**src/logic/hcct_defines.svh**
```systemverilog
// hcct_defines.svh: register map, field positions and counts for the
// hall capture/compare timer; assumes CLOCK is the 125 MHz system clock.
//
// Contract
// - 16-bit counter counts up once per selected tick while on and running.
// - clock code 0 picks pwm output; codes 1..7 pick clock/2 .. clock/128.
// - pause holds the count unless a clear on latch or match zeroes it; un-pausing resumes from the held value.
// - timer_on rising clears and starts the count; falling stops and holds.
// - source code picks hall a, hall b, hall c or the aux trigger pin.
// - edge code: 0 off, 1 rising, 2 falling, 3 both edges capture.
// - trigger input enable low blocks every capture from the source.
// - filtered level accepted after 2 or 4 identical consecutive samples.
// - filter sample period is one clock, or four clocks when bit set.
// - filter enable off takes edges straight from the selected input.
// - clear_on_latch zeroes the counter right after a capture.
// - clear_on_match zeroes the counter when it equals the compare value.
// - counter is compared against the 16-bit compare value continuously while on.
// - each valid trigger latches the counter into the capture pair.
// - counter readable as low and high bytes, zero after reset.
// - compare value in two writable bytes, zero after reset.
// - capture value in two read-only bytes, undefined until first capture.
// - bit 2 of the first control register reads zero, ignores writes.
// - a capture sets a sticky flag; with its enable set, interrupt raised.
// - a match sets a sticky flag; with its enable set, interrupt raised.
`ifndef HCCT_DEFINES_SVH
`define HCCT_DEFINES_SVH

// register offsets
`define HCCT_A_CTL0       4'h0
`define HCCT_A_CTL1       4'h1
`define HCCT_A_CNTL       4'h2
`define HCCT_A_CNTH       4'h3
`define HCCT_A_CMPL       4'h4
`define HCCT_A_CMPH       4'h5
`define HCCT_A_CAPL       4'h6
`define HCCT_A_CAPH       4'h7
`define HCCT_A_EVT        4'h8

// timer_control_clock fields
`define HCCT_B_PAUSE      7
`define HCCT_B_CK_HI      6
`define HCCT_B_CK_LO      4
`define HCCT_B_ON         3
`define HCCT_B_SRC_HI     1
`define HCCT_B_SRC_LO     0
`define HCCT_CTL0_WMASK   8'hFB

// capture_filter_control fields
`define HCCT_B_EDGE_HI    7
`define HCCT_B_EDGE_LO    6
`define HCCT_B_TEN        5
`define HCCT_B_NFT        4
`define HCCT_B_NFS        3
`define HCCT_B_FIL        2
`define HCCT_B_CLR_LATCH  1
`define HCCT_B_CLR_MATCH  0

// event register fields
`define HCCT_B_FLAG_CAPT  0
`define HCCT_B_FLAG_MATCH 1
`define HCCT_B_IEN_LO     4
`define HCCT_B_IEN_HI     5

// reset values and timing counts
`define HCCT_RST_BYTE     8'h00
`define HCCT_SLOW_DIV     2'h3
`define HCCT_ALL_ONES     7'h7F

`endif

```
**src/logic/hcct_pkg.sv**
```systemverilog
// hcct_pkg: state type of the hall capture/compare timer.
// assumes the defines header is compiled alongside.
`default_nettype none
package hcct_pkg;

  typedef struct packed {
    logic [7:0]  ctl0;
    logic [7:0]  ctl1;
    logic [15:0] cmp;
    logic [15:0] cnt;
    logic [15:0] cap;
    logic [6:0]  pre;
    logic [4:0]  sy1;
    logic [4:0]  sy2;
    logic        pwm_prev;
    logic [3:0]  samp;
    logic [1:0]  sdiv;
    logic        lvl;
    logic        lvl_prev;
    logic [1:0]  flag;
    logic [1:0]  ien;
    logic [7:0]  rdata;
  } hcct_state_s;

endpackage

`default_nettype wire

```
**src/logic/hcct_timer.sv**
```systemverilog
// hcct_timer: hall capture/compare timer with byte register port.
// assumes pins arrive asynchronous to CLOCK; bus signals are synchronous.
`timescale 1ns/1ps
`default_nettype none
`include "hcct_defines.svh"

module hcct_timer (
  // clock, reset, enable
  input  wire logic       CLOCK,
  input  wire logic       RST_N,
  input  wire logic       CE,
  // register port
  input  wire logic [3:0] ADDR,
  input  wire logic [7:0] WDATA,
  input  wire logic       WR,
  input  wire logic       RD,
  output logic      [7:0] RDATA,
  // sensor and clock pins
  input  wire logic       HALL_IN_A,
  input  wire logic       HALL_IN_B,
  input  wire logic       HALL_IN_C,
  input  wire logic       AUX_TRIGGER_PIN,
  input  wire logic       PWM_OUT_SIGNAL,
  // event outputs
  output logic            LATCH_IRQ,
  output logic            MATCH_IRQ
);

  ////////////////////////////////////////////////////////////////////////////

  hcct_pkg::hcct_state_s r;
  hcct_pkg::hcct_state_s next_r;

  logic       on;
  logic       pause;
  logic [2:0] ck_code;
  logic [6:0] ck_mask;
  logic       tick;
  logic       src;
  logic       stb;
  logic       rise;
  logic       fall;
  logic       edge_ok;
  logic       capt;
  logic       match;
  logic       zero_req;
  logic       wr_ctl0;
  logic       on_start;

  ////////////////////////////////////////////////////////////////////////////

  always_comb begin
    next_r = r;

    on      = r.ctl0[`HCCT_B_ON];
    pause   = r.ctl0[`HCCT_B_PAUSE];
    ck_code = r.ctl0[`HCCT_B_CK_HI:`HCCT_B_CK_LO];
    wr_ctl0 = WR && (ADDR == `HCCT_A_CTL0);
    // the clear happens at the write itself, so the stale count is
    // never compared or captured after the restart
    on_start = wr_ctl0 && WDATA[`HCCT_B_ON] && !on;

    // pins: two flops before any use
    next_r.sy1 = {PWM_OUT_SIGNAL, AUX_TRIGGER_PIN,
                  HALL_IN_C, HALL_IN_B, HALL_IN_A};
    next_r.sy2 = r.sy1;

    // count clock: prescaler free runs so divided ticks stay evenly spaced
    next_r.pre      = r.pre + 7'h01;
    next_r.pwm_prev = r.sy2[4];
    ck_mask = 7'((8'h01 << ck_code) - 8'h01);
    if (ck_code == 3'h0) begin
      tick = r.sy2[4] && !r.pwm_prev;
    end else begin
      tick = ((r.pre & ck_mask) == ck_mask);
    end

    // trigger source
    case (r.ctl0[`HCCT_B_SRC_HI:`HCCT_B_SRC_LO])
      2'h0:    src = r.sy2[0];
      2'h1:    src = r.sy2[1];
      2'h2:    src = r.sy2[2];
      2'h3:    src = r.sy2[3];
      default: src = 1'b0;
    endcase

    // noise filter
    if (r.ctl1[`HCCT_B_NFS]) begin
      stb = (r.sdiv == `HCCT_SLOW_DIV);
    end else begin
      stb = 1'b1;
    end
    next_r.sdiv = r.sdiv + 2'h1;
    if (stb) begin
      next_r.samp = {r.samp[2:0], src};
    end
    if (!r.ctl1[`HCCT_B_FIL]) begin
      next_r.lvl = src;
    end else if (stb) begin
      if (r.ctl1[`HCCT_B_NFT]) begin
        if (next_r.samp == 4'hF || next_r.samp == 4'h0) begin
          next_r.lvl = next_r.samp[0];
        end
      end else begin
        if (next_r.samp[1] == next_r.samp[0]) begin
          next_r.lvl = next_r.samp[0];
        end
      end
    end
    next_r.lvl_prev = r.lvl;

    // edge select
    rise = r.lvl && !r.lvl_prev;
    fall = !r.lvl && r.lvl_prev;
    case (r.ctl1[`HCCT_B_EDGE_HI:`HCCT_B_EDGE_LO])
      2'h0:    edge_ok = 1'b0;
      2'h1:    edge_ok = rise;
      2'h2:    edge_ok = fall;
      2'h3:    edge_ok = rise || fall;
      default: edge_ok = 1'b0;
    endcase

    // events only while on
    capt  = on && r.ctl1[`HCCT_B_TEN] && edge_ok;
    match = on && (r.cnt == r.cmp);

    zero_req = (capt && r.ctl1[`HCCT_B_CLR_LATCH])
            || (match && r.ctl1[`HCCT_B_CLR_MATCH]);

    // counter
    if (on_start) begin
      next_r.cnt = 16'h0000;
    end else if (on) begin
      if (zero_req) begin
        next_r.cnt = 16'h0000;
      end else if (tick && !pause) begin
        // plain wrap from all ones
        next_r.cnt = r.cnt + 16'h0001;
      end
    end

    // capture
    if (capt) begin
      next_r.cap = r.cnt;
    end

    // sticky flags: a set in the clearing cycle wins
    next_r.flag[`HCCT_B_FLAG_CAPT] = capt
      || (r.flag[`HCCT_B_FLAG_CAPT]
      && !(WR && ADDR == `HCCT_A_EVT && WDATA[`HCCT_B_FLAG_CAPT]));
    next_r.flag[`HCCT_B_FLAG_MATCH] = match
      || (r.flag[`HCCT_B_FLAG_MATCH]
      && !(WR && ADDR == `HCCT_A_EVT && WDATA[`HCCT_B_FLAG_MATCH]));

    // register writes
    if (WR) begin
      case (ADDR)
        `HCCT_A_CTL0: begin
          next_r.ctl0 = WDATA & `HCCT_CTL0_WMASK;
        end
        `HCCT_A_CTL1: begin
          next_r.ctl1 = WDATA;
        end
        `HCCT_A_CMPL: begin
          next_r.cmp[7:0] = WDATA;
        end
        `HCCT_A_CMPH: begin
          next_r.cmp[15:8] = WDATA;
        end
        `HCCT_A_EVT: begin
          next_r.ien = WDATA[`HCCT_B_IEN_HI:`HCCT_B_IEN_LO];
        end
        default: begin
        end
      endcase
    end

    // register reads: data stands only in the cycle after the strobe
    next_r.rdata = `HCCT_RST_BYTE;
    if (RD) begin
      case (ADDR)
        `HCCT_A_CTL0: next_r.rdata = r.ctl0;
        `HCCT_A_CTL1: next_r.rdata = r.ctl1;
        `HCCT_A_CNTL: next_r.rdata = r.cnt[7:0];
        `HCCT_A_CNTH: next_r.rdata = r.cnt[15:8];
        `HCCT_A_CMPL: next_r.rdata = r.cmp[7:0];
        `HCCT_A_CMPH: next_r.rdata = r.cmp[15:8];
        `HCCT_A_CAPL: next_r.rdata = r.cap[7:0];
        `HCCT_A_CAPH: next_r.rdata = r.cap[15:8];
        `HCCT_A_EVT:  next_r.rdata = {2'h0, r.ien, 2'h0, r.flag};
        default:      next_r.rdata = `HCCT_RST_BYTE;
      endcase
    end
  end

  ////////////////////////////////////////////////////////////////////////////

  // capture pair resets to zero too: an async reset may only load
  // constants, and zero is as good as unknown to software
  always_ff @(posedge CLOCK or negedge RST_N) begin
    if (!RST_N) begin
      r <= '0;
    end else if (CE) begin
      r <= next_r;
    end
  end

  assign RDATA     = r.rdata;
  assign LATCH_IRQ = r.flag[`HCCT_B_FLAG_CAPT] && r.ien[0];
  assign MATCH_IRQ = r.flag[`HCCT_B_FLAG_MATCH] && r.ien[1];
endmodule

`default_nettype wire

```
**config.mk**
```make
export PLATFORM = sky130hd
export DESIGN_NAME = hcct_timer
export DESIGN_NICKNAME = d
export VERILOG_FILES = /design/src/logic/hcct_pkg.sv /design/src/logic/hcct_timer.sv
export VERILOG_INCLUDE_DIRS = /design/src /design/src/logic
export SDC_FILE = /design/constraint.sdc
export NUM_CORES = 1
export LEC_CHECK = 0
export BUFFER_PORTS_ARGS = -buffer_cell sky130_fd_sc_hd__clkbuf_2
export CAP_MARGIN = 5
export CORE_UTILIZATION = 30
export CTS_BUF_LIST = sky130_fd_sc_hd__clkbuf_16
export CTS_CLUSTER_SIZE = 10
export DETAILED_ROUTE_END_ITERATION = 6
export SYNTH_ARGS = -nofsm -noshare
export SYNTH_HDL_FRONTEND = slang
export SYNTH_SLANG_ARGS = --single-unit
```
**constraint.sdc**
```tcl
create_clock -name CLOCK -period 4 [get_ports CLOCK]
set_clock_uncertainty 0.15 [all_clocks]
set_input_delay 0.4 -clock CLOCK [delete_from_list [all_inputs] [get_ports CLOCK]]
set_output_delay 0.4 -clock CLOCK [all_outputs]
set_load 0.005 [all_outputs]
```
==> results.py <==
metrics = {
    "outcome": {
        "status": "finished clean",
    },
    "power": {
        "p_int_w": 0.00211,
        "p_leak_nw": 2.64,
        "power.share.combinational": 0.263,
        "ir_drop_v": 0.000215,
        "pwr-share-clk": 0.265,
        "power_frac_seq": 0.472,
        "power_density_mw_per_mm2": 537,
        "switching_power_w": 0.00114,
        "switching_share": 0.350,
    },
    "detailed_routing": {
        "post-route-drc-count": 0,
        "vias_per_cell": 5.29,
        "drtPass1Iterations": 4,
        "drt-wirelength-per-cell_um": 18.3,
        "detail-route-antenna-nets": 0,
        "routed_wl_um": 14000,
        "drt-initial-drc-count": 398,
        "vias": 4040,
    },
    "clocking": {
        "clockBufferDepth": 2,
        "path_clk_slew_ps": 70,
        "cts-resized-gates": 0,
        "clk_latency_ps": 360,
        "cts_inserted_buffers": 9,
        "cts_sinks": 101,
        "cts-root-buf": "clkbuf_16",
        "postCtsHoldBufs": 0,
        "cts_setup_buffers": 0,
        "cts_tree": "built",
        "h-tree-depth": 3,
    },
    "sta": {
        "setup_viol_count_final": 0,
        "fmaxAchievable_mhz": 292,
        "tightest_slew_ps": 1250,
        "slew_viol_final": 0,
        "setup_ws_ps": 579,
        "period_needed_ps": 3420,
        "hold_violations": 0,
        "relSlewSlack": 0.159,
        "tns_ps": 0,
        "finalCritPeriodShare": 0.855,
        "rsz0062_at_grt": "false",
    },
    "floorplanning": {
        "ioPinCount": 32,
        "fp.coreArea_mm2": 0.0179,
        "rows": 49,
        "dieArea_mm2": 0.0188,
        "dieWidth_um": 137,
        "dieHeight_um": 137,
        "start_util": 0.306,
    },
    "cells_and_area": {
        "multi_input_area_mm2": 0.00264,
        "final_cell_mix": "101 x dfrtp_1, 67 x mux2_2, 49 x nand2_1",
        "syn2layout_area_growth_pct": 10.6,
        "final_layout_size_suffix_gt1_frac": 0.247,
        "final_common_cell": "dfrtp_1",
        "nets": 560,
        "stdcell_count": 764,
        "n_fill_cell": 1820,
        "antenna_cells": 0,
        "regArea_mm2": 0.00253,
    },
    "critical_path": {
        "rrSetupSlack_ps": 580,
        "cp.buffers_inverters": 0,
        "crit_path_max_incr_delay_ps": 850,
        "critPathLaunchType": "register",
        "crit_family": "simple AND/OR/NAND/NOR gates",
        "crit_path_start": "ck_code[2]",
        "cp.arrival_ps": 3550,
        "rr_startpoint": "ck_code[2]",
        "crit_path_end_kind": "register",
        "reg2regPathDepth": 9,
        "worst-path-max-fanout": 18,
        "cp.depth": 9,
        "r2r_end": "r[62]",
        "cp_cell_sequence": "or3_4 -> ha_1 -> nor2b_1 -> mux2i_1 -> a31oi_1 -> nor4_4 -> nand3_1 -> or4_1 -> o21ai_0",
        "crit_path_top_delay_cell": "nor4_4",
        "critPathKind": "register to register",
        "worstPathRequired_ps": 4130,
    },
    "placement": {
        "port_buffers": 31,
        "pre_cts_ws_ps": 621,
        "globalplace.congestion": 0.887,
        "dp.cells": 748,
        "hpwl_um": 9950,
    },
    "grt": {
        "grt_pass1_vias": 4192,
        "antenna_found_initial": 0,
        "grt_pass1_wl_um": 23000,
        "grt_max_degree": 75,
        "gr-total-overflow": 0,
        "grtUsageTotal": 0.163,
    },
    "logic_synthesis": {
        "ys.warnings.count": 0,
        "avgSynthCellArea_um2": 10.4,
        "synth_nets": 554,
        "synthArstFlopShare": 1.00,
        "yosysTopAreaCell": "dfrtp_1",
        "ys_seq_area_frac": 0.462,
        "synth_edf_count": 0,
        "synth_top_area_share": 0.462,
        "ys_ff_latch": 101,
        "synth_area_mm2": 0.00547,
        "synth_flop_cell": "dfrtp_1",
        "synth_cells": 524,
        "yosys.cell_types.count": 54,
        "synth.area.top_cells": "dfrtp_1 46%, mux2_2 14%, nand2_1 3.4%, xnor2_1 3.2%, mux2i_1 2.6%",
    },
    "hold_path": {
        "min_path_type": "input pin to async pin",
    },
    "flow_run": {
        "cap_violations": 0,
    },
}
==> cell type report <==
cell class	count	share of cell area
clock buffer	9	0.0372
clock inverter	7	0.00931
timing repair buffer	39	0.0360
tap	229	0.0474
inverter	26	0.0161
sequential	101	0.418
multi-input combinational	353	0.436
==> per-stage QoR <==
| stage | cell area, um^2 | utilization | hold slack, ps | power (W) |
|---|---|---|---|---|
| final | 6050 | 0.338 | 36.7 | 0.00325 |
| after CTS | 6050 | 0.338 | 93.3 | 0.00326 |
| after floorplan | 5470 | - | -45.6 | 0.00213 |
| after global placement | 5770 | 0.322 | 309 | 0.00234 |
| after detailed placement | 5770 | 0.322 | 328 | 0.00240 |
| after global routing | 6050 | 0.338 | 112 | 0.00345 |
==> worst max-delay path by stage <==
| stage | to | slack [ps] |
|---|---|---|
| final | r[62] | 580 |
| after global routing | r[55] | 390 |
| after CTS | r[62] | 600 |
| after detailed placement | r[62] | 620 |
| after global placement | r[62] | 790 |
| after floorplan | r[54] | 1040 |
==> per-layer routing <==
metal	global-route usage	wire, um	vias to the layer above
met4	0.0940	529	0
met5	0	0	-
li1	-	-	1879
met2	0.252	6500	126
met1	0.209	6080	2002
met3	0.0341	847	33
==> cell usage after synthesis (5+ instances only) <==
| cell | count |
|---|---|
| a21oi_1 | 17 |
| a221oi_1 | 5 |
| a22oi_1 | 5 |
| a32oi_1 | 5 |
| and3_1 | 6 |
| buf_4 | 8 |
| clkbuf_1 | 30 |
| dfrtp_1 | 101 |
| ha_1 | 8 |
| inv_1 | 26 |
| mux2_2 | 67 |
| mux2i_1 | 14 |
| nand2_1 | 49 |
| nand2b_1 | 6 |
| nand3_1 | 17 |
| nand4_1 | 11 |
| nor2_1 | 21 |
| nor2b_1 | 9 |
| o211ai_1 | 5 |
| o21ai_0 | 24 |
| o22ai_1 | 14 |
| xnor2_1 | 20 |
==> sequential cells by signal, summed over array words and instances (netlist names) <==
name / flops
on: 1
r: 81
RDATA: 8
ck_code: 3
next_r: 7
pause: 1
==> cells by family after synthesis <==
family	after synthesis	synth area share
simple gates	143	0.138
flops	101	0.462
compound gates	94	0.112
mux	84	0.176
buf+inv	70	0.0554
xor+xnor	24	0.0384
fa+ha+maj	8	0.0183
==> power by group through the flow <==
stage,combinational [W],sequential [W],clock (W)
2_1_floorplan,0.000703,0.00143,0
3_3_place_gp,0.000810,0.00153,0
3_5_place_dp,0.000846,0.00155,0
4_1_cts,0.000859,0.00153,0.000873
5_1_grt,0.000955,0.00157,0.000917
6_report,0.000855,0.00153,0.000860
==> worst register-to-register path, delay by kind of cell (launching register included) <==
kind / cells / cell delay [ps]
mux: 1 / 140
compound gates: 2 / 230
simple gates: 5 / 2070
flops: 1 / 470
fa+ha+maj: 1 / 280
Power figures use the tool's default switching activity.
